File: src/hw/csp_consts.vh
// Purpose: constants for the core status and pointer registers
// Assumes: 8-bit special register space, byte-wide registers
// Notes: offsets are special-register addresses
`ifndef CSP_CONSTS_VH
`define CSP_CONSTS_VH
// Register addresses
`define CSP_ADDR_STACK_POINTER 8'h81
`define CSP_ADDR_POINTER_LOW 8'h82
`define CSP_ADDR_POINTER_HIGH 8'h83
`define CSP_ADDR_STATUS_WORD 8'hD0
`define CSP_ADDR_MAIN_WORK 8'hE0
`define CSP_ADDR_AUX_WORK 8'hF0
// Reserved addresses
`define CSP_ADDR_RSVD_0 8'h97
`define CSP_ADDR_RSVD_1 8'hA2
`define CSP_ADDR_RSVD_2 8'hB3
`define CSP_ADDR_RSVD_3 8'hB4
`define CSP_ADDR_RSVD_4 8'hCE
`define CSP_ADDR_RSVD_5 8'hDF
// Reset values
`define CSP_RST_STACK_POINTER 8'h07
`define CSP_RST_STATUS_WORD 8'h00
`define CSP_RST_MAIN_WORK 8'h00
`define CSP_RST_AUX_WORK 8'h00
`define CSP_RST_POINTER 8'h00
// Status word bit positions
`define CSP_BIT_CARRY 7
`define CSP_BIT_HALF_CARRY 6
`define CSP_BIT_USER_A 5
`define CSP_BIT_BANK_HIGH 4
`define CSP_BIT_BANK_LOW 3
`define CSP_BIT_RANGE 2
`define CSP_BIT_USER_B 1
`define CSP_BIT_ODD_ONES 0
// Bank base address shift (eight registers per bank)
`define CSP_BANK_SHIFT 3
`endif

File: src/hw/csp_byte_reg.v
// Purpose: one 8-bit register with byte write and single-bit write
// Assumes: bit and byte writes never occur in the same cycle
// Notes: byte write wins if both are raised
`timescale 1ns/1ps
module csp_byte_reg #(
    parameter [7:0] RST_VAL = 8'h00
) (
    // Clock and reset
    input wire clk,
    input wire rst_n,
    // Byte write
    input wire byte_we,
    input wire [7:0] byte_d,
    // Bit write
    input wire bit_we,
    input wire [2:0] bit_sel,
    input wire bit_val,
    // Stored value
    output reg [7:0] val_q
);
    // ------------------------------------------------
    // Storage
    // ------------------------------------------------
    // Byte or single-bit update
    always @(posedge clk or negedge rst_n)
    begin
        if (!rst_n)
        begin
            val_q <= RST_VAL;
        end
        else if (byte_we)
        begin
            val_q <= byte_d;
        end
        else if (bit_we)
        begin
            val_q[bit_sel] <= bit_val;
        end
    end
endmodule // csp_byte_reg

File: src/hw/csp_core_regs.v
// Purpose: stack pointer, data pointer, status word and work registers
// Assumes: core issues at most one access of each kind per cycle
// Notes: special register port is byte and bit addressed
// Notes on behaviour
// - stack pointer resets to 0x07
// - push: increment pointer, then write there
// - data pointer is high byte, low byte
// - data pointer addresses external and program memory
// - carry bit 7 set on carry/borrow
// - half carry bit 6 on nibble carry
// - range bit 2 on carry/borrow/mul-div overflow
// - arithmetic clears unmet flags
// - bit 0 is odd-ones of main register
// - bits 4..3 select working register bank
// - bits 5 and 1 software-only flags
// - main register resets zero, arithmetic result
// - aux register second operand for mul/div
// - reserved addresses have no register
`timescale 1ns/1ps
`include "csp_consts.vh"
module csp_core_regs (
    // Clock and reset
    input wire clk,
    input wire nrst,
    // Special register byte port
    input wire [7:0] sfr_addr,
    input wire sfr_wr,
    input wire [7:0] sfr_wdata,
    output reg [7:0] sfr_rdata,
    output wire sfr_hit,
    // Special register bit port (address of byte, bit index)
    input wire [7:0] bit_addr,
    input wire [2:0] bit_idx,
    input wire bit_wr,
    input wire bit_wval,
    output wire bit_rval,
    // Arithmetic result from the execution unit
    input wire arith_done,
    input wire [7:0] arith_main,
    input wire arith_main_we,
    input wire [7:0] arith_aux,
    input wire arith_aux_we,
    input wire arith_carry,
    input wire arith_half_carry,
    input wire arith_range,
    // Stack operations
    input wire push_req,
    input wire pop_req,
    output reg stack_wr,
    output reg [7:0] stack_wr_addr,
    output reg [7:0] stack_wr_data,
    input wire [7:0] push_data,
    // Data pointer increment
    input wire data_pointer_inc,
    // Derived views
    output wire [15:0] data_pointer,
    output wire [7:0] stack_pointer,
    output wire [4:0] bank_base,
    output wire [7:0] program_status_word,
    output wire [7:0] main_work_register,
    output wire [7:0] aux_work_register
);
    // ------------------------------------------------
    // Reset release
    // ------------------------------------------------
    reg rst_s1_q; // First stage
    reg rst_s2_q; // Synchronised reset, active low

    // Two-flop release of the asynchronous reset
    always @(posedge clk or negedge nrst)
    begin
        if (!nrst)
        begin
            rst_s1_q <= 1'b0;
            rst_s2_q <= 1'b0;
        end
        else
        begin
            rst_s1_q <= 1'b1;
            rst_s2_q <= rst_s1_q;
        end
    end

    // ------------------------------------------------
    // Address decode
    // ------------------------------------------------
    wire wr_sp = sfr_wr && (sfr_addr == `CSP_ADDR_STACK_POINTER);
    wire wr_dl = sfr_wr && (sfr_addr == `CSP_ADDR_POINTER_LOW);
    wire wr_dh = sfr_wr && (sfr_addr == `CSP_ADDR_POINTER_HIGH);
    wire wr_sw = sfr_wr && (sfr_addr == `CSP_ADDR_STATUS_WORD);
    wire wr_mw = sfr_wr && (sfr_addr == `CSP_ADDR_MAIN_WORK);
    wire wr_aw = sfr_wr && (sfr_addr == `CSP_ADDR_AUX_WORK);
    // Bit writes reach only the bit-addressable registers
    wire bw_sw = bit_wr && (bit_addr == `CSP_ADDR_STATUS_WORD);
    wire bw_mw = bit_wr && (bit_addr == `CSP_ADDR_MAIN_WORK);
    wire bw_aw = bit_wr && (bit_addr == `CSP_ADDR_AUX_WORK);

    // ------------------------------------------------
    // Stack pointer
    // ------------------------------------------------
    reg [7:0] sp_q; // Stack pointer
    reg [7:0] sp_d; // Next stack pointer
    wire [7:0] sp_inc = sp_q + 8'h01; // Pre-incremented location

    // Next pointer: software write beats push or pop
    always @*
    begin
        sp_d = sp_q;
        if (wr_sp)
        begin
            sp_d = sfr_wdata;
        end
        else if (push_req)
        begin
            sp_d = sp_inc;
        end
        else if (pop_req)
        begin
            sp_d = sp_q - 8'h01;
        end
    end

    // Pointer storage
    always @(posedge clk or negedge rst_s2_q)
    begin
        if (!rst_s2_q)
        begin
            sp_q <= `CSP_RST_STACK_POINTER;
        end
        else
        begin
            sp_q <= sp_d;
        end
    end

    // Push write goes to the incremented location, not the old one
    always @(posedge clk or negedge rst_s2_q)
    begin
        if (!rst_s2_q)
        begin
            stack_wr <= 1'b0;
            stack_wr_addr <= 8'h00;
            stack_wr_data <= 8'h00;
        end
        else
        begin
            stack_wr <= push_req && !wr_sp;
            if (push_req && !wr_sp)
            begin
                stack_wr_addr <= sp_inc;
                stack_wr_data <= push_data;
            end
        end
    end

    // ------------------------------------------------
    // Data pointer
    // ------------------------------------------------
    reg [7:0] dpl_q; // Pointer low byte
    reg [7:0] dph_q; // Pointer high byte
    wire [15:0] data_pointer_next = {dph_q, dpl_q} + 16'h0001;

    // Byte writes, or a 16-bit increment from the core
    always @(posedge clk or negedge rst_s2_q)
    begin
        if (!rst_s2_q)
        begin
            dpl_q <= `CSP_RST_POINTER;
            dph_q <= `CSP_RST_POINTER;
        end
        else
        begin
            if (wr_dl)
            begin
                dpl_q <= sfr_wdata;
            end
            else if (data_pointer_inc)
            begin
                dpl_q <= data_pointer_next[7:0];
            end
            if (wr_dh)
            begin
                dph_q <= sfr_wdata;
            end
            else if (data_pointer_inc)
            begin
                dph_q <= data_pointer_next[15:8];
            end
        end
    end

    // High byte above low byte; used for external and program memory
    assign data_pointer = {dph_q, dpl_q};

    // ------------------------------------------------
    // Main and auxiliary work registers
    // ------------------------------------------------
    wire [7:0] mw_q; // Main work register
    wire [7:0] aw_q; // Aux work register

    // Main register: software byte write beats arithmetic result
    csp_byte_reg #(
        .RST_VAL(`CSP_RST_MAIN_WORK)
    ) u_main (
        .clk(clk),
        .rst_n(rst_s2_q),
        .byte_we(wr_mw || arith_main_we),
        .byte_d(wr_mw ? sfr_wdata : arith_main),
        .bit_we(bw_mw),
        .bit_sel(bit_idx),
        .bit_val(bit_wval),
        .val_q(mw_q)
    );

    // Aux register holds second operand / result of multiply, divide
    csp_byte_reg #(
        .RST_VAL(`CSP_RST_AUX_WORK)
    ) u_aux (
        .clk(clk),
        .rst_n(rst_s2_q),
        .byte_we(wr_aw || arith_aux_we),
        .byte_d(wr_aw ? sfr_wdata : arith_aux),
        .bit_we(bw_aw),
        .bit_sel(bit_idx),
        .bit_val(bit_wval),
        .val_q(aw_q)
    );

    // ------------------------------------------------
    // Program status word
    // ------------------------------------------------
    reg [7:0] sw_q; // Stored bits 7..1; bit 0 unused
    reg [7:0] sw_d; // Next stored bits

    // Software writes first, then arithmetic flags override
    always @*
    begin
        sw_d = sw_q;
        if (wr_sw)
        begin
            sw_d = sfr_wdata;
        end
        else if (bw_sw)
        begin
            sw_d[bit_idx] = bit_wval;
        end
        if (arith_done)
        begin
            // Each flag set on its condition, cleared otherwise
            sw_d[`CSP_BIT_CARRY] = arith_carry;
            sw_d[`CSP_BIT_HALF_CARRY] = arith_half_carry;
            sw_d[`CSP_BIT_RANGE] = arith_range;
        end
        // Odd-ones bit is never stored; writes are dropped
        sw_d[`CSP_BIT_ODD_ONES] = 1'b0;
    end

    // Status storage; user flags only change through software paths
    always @(posedge clk or negedge rst_s2_q)
    begin
        if (!rst_s2_q)
        begin
            sw_q <= `CSP_RST_STATUS_WORD;
        end
        else
        begin
            sw_q <= sw_d;
        end
    end

    // Odd-ones bit follows the main register every cycle
    wire odd_ones = ^mw_q;
    assign program_status_word = {sw_q[7:1], odd_ones};

    // Bank base address: bank number times eight
    assign bank_base = {sw_q[`CSP_BIT_BANK_HIGH:`CSP_BIT_BANK_LOW], 3'h0};

    // ------------------------------------------------
    // Read path
    // ------------------------------------------------
    // Byte read mux; reserved and unknown addresses miss and read zero
    always @*
    begin
        case (sfr_addr)
            `CSP_ADDR_STACK_POINTER: sfr_rdata = sp_q;
            `CSP_ADDR_POINTER_LOW: sfr_rdata = dpl_q;
            `CSP_ADDR_POINTER_HIGH: sfr_rdata = dph_q;
            `CSP_ADDR_STATUS_WORD: sfr_rdata = program_status_word;
            `CSP_ADDR_MAIN_WORK: sfr_rdata = mw_q;
            `CSP_ADDR_AUX_WORK: sfr_rdata = aw_q;
            default: sfr_rdata = 8'h00;
        endcase
    end

    // Hit only for implemented registers
    assign sfr_hit = (sfr_addr == `CSP_ADDR_STACK_POINTER) ||
                     (sfr_addr == `CSP_ADDR_POINTER_LOW) ||
                     (sfr_addr == `CSP_ADDR_POINTER_HIGH) ||
                     (sfr_addr == `CSP_ADDR_STATUS_WORD) ||
                     (sfr_addr == `CSP_ADDR_MAIN_WORK) ||
                     (sfr_addr == `CSP_ADDR_AUX_WORK);

    // Bit read from the bit-addressable registers
    reg [7:0] bit_src; // Selected byte for bit read

    // Bit source mux
    always @*
    begin
        case (bit_addr)
            `CSP_ADDR_STATUS_WORD: bit_src = program_status_word;
            `CSP_ADDR_MAIN_WORK: bit_src = mw_q;
            `CSP_ADDR_AUX_WORK: bit_src = aw_q;
            default: bit_src = 8'h00;
        endcase
    end

    assign bit_rval = bit_src[bit_idx];

    // ------------------------------------------------
    // Direct views
    // ------------------------------------------------
    assign stack_pointer = sp_q;
    assign main_work_register = mw_q;
    assign aux_work_register = aw_q;
endmodule // csp_core_regs

File: config.mk
export PLATFORM = sky130hd
export DESIGN_NAME = csp_core_regs
export DESIGN_NICKNAME = d
export VERILOG_FILES = /design/src/hw/csp_byte_reg.v /design/src/hw/csp_core_regs.v
export VERILOG_INCLUDE_DIRS = /design/src /design/src/hw
export SDC_FILE = /design/constraint.sdc
export NUM_CORES = 1
export LEC_CHECK = 0
export BUFFER_PORTS_ARGS = -buffer_cell sky130_fd_sc_hd__buf_2
export CORE_MARGIN = 2
export CORE_UTILIZATION = 47
export DETAILED_ROUTE_END_ITERATION = 10
export GPL_TIMING_DRIVEN = 0
export HOLD_SLACK_MARGIN = 0.02
export MAX_ROUTING_LAYER = met4
export PLACE_DENSITY = 0.89
export SYNTH_ARGS = -nofsm -noshare
export SYNTH_HDL_FRONTEND = slang
export SYNTH_SLANG_ARGS = --single-unit
File: constraint.sdc
create_clock -name clk -period 2.02 [get_ports clk]
set_clock_uncertainty 0.1 [all_clocks]
set_input_delay 0.202 -clock clk [delete_from_list [all_inputs] [get_ports clk]]
set_output_delay 0.202 -clock clk [all_outputs]
set_load 0.02 [all_outputs]
==> flow_summary.yaml, run 1 <==
drt:
  drtAntennaViolNets: 0
  drc: 0
  wire_per_inst_um: 19.6
  drtIter0Drc: 449
  dr.pass1.iters: 5
  finalWirelength_um: 16100
  num_vias: 4913
  vias_per_cell: 5.96
sta:
  min_period_over_period_pct: 111
  report.final.slew_viol_count: 0
  rsz0062_at_grt: "true"
  worst_pin_slew_ps: 870
  slew_headroom_pct: 42.0
  finalHoldViolations: 0
  layout_min_cycle_time_ps: 2230
  final-setup-viol-count: 2
  fmax_ghz: 0.448
  hold_ws_ps: 51.0
  setup_ws_ps: -212
finish:
  area_growth_pct: 32.1
  fin_nets: 759
  multi_input_area_sq_mm: 0.00279
  antennaDiodeCount: 0
  drive_gt1_share_pct: 36.5
  nFillCells: 789
  stdcell_area_sq_mm: 0.00601
  regArea_sq_mm: 0.00167
floorplanning:
  start_util_pct: 48.7
  core-area_sq_mm: 0.00933
  die_w_um: 102
  die_area_sq_mm: 0.0105
  pin_count: 145
  std_cell_rows: 35
  die_h_um: 102
power:
  p_per_area_mw_per_mm2: 958
  p_comb_share_pct: 38.6
  p_clk_share_pct: 25.0
  swShare_pct: 39.6
  switchingPower_mw: 2.28
  ir_drop_mv: 0.453
  p_int_mw: 3.48
  seq_power_share_pct: 36.4
  p_leak_nw: 2.67
grt:
  grt_overflow: 0
  grt_pass1_vias: 4511
  grt_util_all_layers_pct: 31.7
  antenna_found_initial: 0
  use_met1_pct: 41.7
  grt_use_met3_pct: 4.51
  grt_use_met2_pct: 49.8
  grt_pass1_wl_um: 24300
  busiest_layer: "met2"
  grt_max_degree: 65
critical_path:
  end_kind: "primary output"
  crit_required_ps: 1720
  cp.arrival_ps: 1930
  path_max_fanout: 3
  startpoint_type: "flip-flop"
  worstSetupPathType: "reg2out"
flow_run:
  drv_cap: 0
outcome:
  violations: "setup timing"
  outcome: "finished, violations left"
synth:
  synth.yosys.seq_area_share_pct: 36.4
  synth_area_leaders: "dfrtp_1 (35%), mux2_2 (8.4%), nand2_1 (4.8%)"
  synth_top_cell_by_area: "dfrtp_1"
  yosys-top-cells-count: "dfrtp_1 (63), nand2_1 (58), a21oi_1 (41)"
  synth_cells: 518
  synth.most_common_cell: "dfrtp_1"
  synth_edf_count: 0
  synth_top_flop_cell: "dfrtp_1"
  syn_area_sq_mm: 0.00455
  synth_top_area_share_pct: 34.7
  synthDistinctLibCells: 61
  ys_warn_count: 0
  async_reset_ff_share_pct: 100
  synth.avg_cell_area_sq_um: 8.78
  synth-seq-cells: 66
clocking:
  clk_pin_slew_worst_paths_ps: 70
  cts_tree: "built"
  numCtsBuffers: 9
  cts-root-buf: "clkbuf_8"
  clk_latency_ps: 360
  cts_sinks: 66
  clockBufferDepth: 2
  h-tree-depth: 3
hold_path:
  hp-class: "in2reg"
placed_design:
  dp_hpwl_um: 12000
  gp_congestion: 1.04
  dpl_cell_area_sq_mm: 0.00541
  io_buffers: 138
kinds of logic (layout without fill, tap and decap cells):
kind of cell	after synthesis	count (layout)	synth area share (%)
AOI/OAI and AO/OA	129	129	18.2
xor gates and xnor gates	35	35	6.74
adders and majority gates	3	3	0.826
buffers and inverters	45	221	4.54
DFF	66	66	36.4
muxes	45	45	10.8
other	2	4	0.165
and+or+nand+nor	193	193	22.3
per-stage QoR:
stage	utilization [%]	power, mW	worst slack, ps	std cells	setup TNS, ps
2_1_floorplan	-	3.38	23.9	520	0
3_3_place_gp	58.0	4.08	-516	787	-9730
5_1_grt	64.4	5.99	-280	825	-457
3_5_place_dp	58.0	4.17	-433	787	-10320
4_1_cts	63.5	5.68	-202	823	-303
6_report	64.4	5.75	-212	825	-304
final timing paths:
kind,start,to,slack (ps),depth (start not counted)
max,u_main.val_q[1]$_DFFE_PN0P_,bit_rval,-210,6
min,arith_aux[7],u_aux.val_q[7]$_DFFE_PN0P_,50,3
max reg2reg,stack_pointer[1]$_DFFE_PN1P_,stack_pointer[6]$_DFFE_PN0P_,100,6
min reg2reg,rst_s1_q$_DFF_PN0_,rst_s2_q$_DFF_PN0_,260,0
max in group asynchronous,rst_s2_q$_DFF_PN0_,u_main.val_q[4]$_DFFE_PN0P_,850,0
min in group asynchronous,nrst,rst_s2_q$_DFF_PN0_,60,2
power groups by stage:
stage                     combinational (mW)  sequential, mW  clock [mW]
after floorplan                         1.07            2.31           0
after global placement                  2.07            2.01           0
after detailed placement                2.13            2.04           0
after CTS                               2.18            2.06        1.44
after global routing                    2.37            2.12        1.50
final                                   2.22            2.09        1.44
per-layer routing:
layer / share of wire, % / wire, um / vias up
li1: - / - / 2231
met1: 40 / 6520 / 2353
met5: 0 / 0 / -
met3: 8.9 / 1440 / 37
met4: 2.4 / 391 / 0
met2: 48 / 7790 / 292
critical path, cell delays in order, from the launching register on:
cell	delay, ps
dfrtp_1	410
xor2_2	200
xnor2_2	160
xnor2_2	290
a311oi_2	150
o21ai_1	210
buf_4	170
placed cells by master (no fill, tap or decap), types with 11 or more instances in the layout:
| cell type | instances |
|---|---|
| mux2_2 | 34 |
| buf_4 | 22 |
| o21ai_0 | 26 |
| buf_2 | 136 |
| a21oi_1 | 41 |
| xor2_1 | 18 |
| nand2_1 | 58 |
| a22oi_1 | 12 |
| dfrtp_1 | 55 |
| nor2_1 | 40 |
| dlygate4sd3_1 | 13 |
| mux2i_1 | 11 |
| clkbuf_1 | 19 |
| nand3_1 | 25 |
| clkbuf_8 | 11 |
| a32oi_1 | 12 |
layout make-up:
type	instances	share of cell area, %
multi-input combinational	409	46.4
sequential	66	27.8
timing repair buffer	164	15.6
buffer	37	3.08
tap	129	2.69
clock buffer	12	2.58
clock inverter	4	1.62
inverter	4	0.250
what timing repair did:
item                                    in CTS  in global routing
hold endpoints to repair                    13                  0
gates resized for setup                     22                 19
buffers inserted                            10                  4
endpoints found under the setup margin       9                 12
hold buffers                                13                  0
pin swaps                                    4                  6
state kept, by name (all words and copies together) (netlist names):
register	count
stack_wr_data	8
u_main.val_q	8
stack_pointer	8
sw_q	7
stack_wr	1
rst_s1_q	1
rst_s2_q	1
dpl_q	8
u_aux.val_q	8
stack_wr_addr	8
dph_q	8
(Power assumes the default switching activity.)
==> run 2: changes to the inputs <==
- CAP_MARGIN: unset -> 40
- CORE_UTILIZATION: 47 -> 40
- PLACE_DENSITY: 0.89 -> 0.79
==> run 2 against run 1 <==
The run still ends with setup timing left. Sequential power down 2%. Register-to-register slack hardly changed. Non-clock buffer count up 1.
==> flow_summary.yaml, run 2 (same netlist as run 1, synthesis figures left out) <==
outcome:
  outcome: "finished, violations left"
  violations: "setup timing"
clocking:
  clk_latency_ps: 330
  cts-root-buf: "clkbuf_16"
  cts_sinks: 66
  numCtsBuffers: 9
  h-tree-depth: 3
  clockBufferDepth: 2
  clk_pin_slew_worst_paths_ps: 60
  cts_tree: "built"
finish:
  regArea_sq_mm: 0.00167
  multi_input_area_sq_mm: 0.00280
  nFillCells: 1008
  final_util_pct: 55.7
  antennaDiodeCount: 0
  area_growth_pct: 34.5
  mostFrequentLayoutCell: "buf_2"
  final_cell_mix: "buf_2 (138), nand2_1 (58), dfrtp_1 (54)"
  fin_nets: 760
  drive_gt1_share_pct: 37.3
critical_path:
  path_max_fanout: 4
  end_kind: "primary output"
  crit_chain: "xor2_2 -> xnor2_2 -> xnor2_2 -> a311oi_1 -> o21ai_1 -> buf_4"
  crit_required_ps: 1720
  crit_buf_inv: 1
  worstSetupPathType: "reg2out"
  crit_top_cell: "xnor2_2"
  cp_top_family: "XOR/XNOR gates"
  cp_slowest_cell: "dfrtp_2"
  cp.arrival_ps: 1890
  critical_path.max_stage_delay_ps: 440
  startpoint_type: "flip-flop"
floorplanning:
  pin_count: 145
  std_cell_rows: 38
  start_util_pct: 41.4
  die_h_um: 111
  core-area_sq_mm: 0.0110
  die_area_sq_mm: 0.0122
  die_w_um: 111
grt:
  grt_overflow: 0
  antenna_found_initial: 0
  grt_max_degree: 39
  grt_util_all_layers_pct: 27.5
  grt_pass1_vias: 4718
  grt_pass1_wl_um: 25900
sta:
  rsz0062_at_grt: "true"
  final-setup-viol-count: 2
  worst_pin_slew_ps: 648
  min_period_over_period_pct: 109
  report.final.slew_viol_count: 0
  slew_headroom_pct: 56.8
  fmax_ghz: 0.456
  setup_ws_ps: -172
  finalHoldViolations: 0
  layout_min_cycle_time_ps: 2190
power:
  total_power_mw: 6.09
  p_per_area_mw_per_mm2: 996
  p_leak_nw: 2.73
  ir_drop_mv: 0.505
drt:
  num_vias: 4828
  vias_per_cell: 5.77
  finalWirelength_um: 17200
  wire_per_inst_um: 20.5
  top_layer: "met4"
  drtIter0Drc: 512
  dr.pass1.iters: 5
  drtAntennaViolNets: 0
  drc: 0
  wl_met1_um: 7120
  wl_met2_um: 8110
  dr_wl_met3_um: 1410
placed_design:
  io_buffers: 138
  dp_hpwl_um: 12800
  gp_congestion: 0.953
flow_run:
  drv_cap: 0
hold_path:
  hp-class: "in2reg"
## run 2: changes by cell type in the layout (fill, tap and decap cells not counted), sizes merged
cell    before  now
clkinv       0    2
inv          4    5
bufinv       3    2
clkbuf      35   34
## run 2: metal layers
layer | global-route usage (%) | up-vias
li1 | - | 2228
met1 | 36.3 | 2318
met2 | 43.3 | 240
met3 | 3.90 | 42
met4 | 9.92 | 0
met5 | - | -
## run 2: power breakdown
group / switching [mW] / internal, mW / total (mW)
registers: 0.395 / 1.66 / 2.05
clock network: 0.612 / 1.09 / 1.70
logic: 1.38 / 0.961 / 2.35
## run 2: repair_timing
item / CTS / global route
pin swaps: 6 / 9
endpoints found under the setup margin: 13 / 16
hold endpoints to repair: 13 / 0
buffers inserted: 5 / 7
resized for setup: 26 / 20
hold buffers: 13 / 0
## run 2: area by class of cell
type / count / area share, %
Clock inverter: 6 / 1.47
Timing Repair Buffer: 164 / 15.5
Multi-Input combinational cell: 409 / 45.8
Buffer: 38 / 3.07
Inverter: 4 / 0.245
Sequential cell: 66 / 27.3
Clock buffer: 10 / 3.74
Tap cell: 140 / 2.86
## run 2: worst paths after layout
| kind | from | end | slack, ps | cells after the start |
|---|---|---|---|---|
| hold / removal | arith_aux[2] | u_aux.val_q[2]$_DFFE_PN0P_ | 70 | 3 |
| hold reg to reg | rst_s2_q$_DFF_PN0_ | stack_wr_addr[0]$_DFFE_PN0P_ | 190 | 0 |
| min in group asynchronous | nrst | rst_s1_q$_DFF_PN0_ | 110 | 2 |
| setup reg to reg | stack_pointer[1]$_DFFE_PN1P_ | stack_pointer[5]$_DFFE_PN0P_ | 100 | 6 |
| max in group asynchronous | rst_s2_q$_DFF_PN0_ | stack_pointer[2]$_DFFE_PN1P_ | 950 | 1 |
| setup / recovery | u_main.val_q[1]$_DFFE_PN0P_ | bit_rval | -170 | 6 |
## run 2: through the flow
step                std cells  hold WS [ps]  TNS, ps  area, sq um  worst slack (ps)
global placement          798          -113   -10660         5420              -386
CTS                       830          66.3     -255         5990              -154
global route              837          66.5     -422         6120              -253
floorplan                 520          -194        0         4560              23.9
detailed placement        799          -107   -11750         5440              -397
finish                    837          68.5     -270         6120              -172
## run 2: worst reg2reg max path, cell delays in order (launching register included)
cell      delay (ps)
dfstp_2          550
clkbuf_2         230
and4_1           260
nand3_1          120
a21oi_1          190
xor2_1            90
mux2_2           270
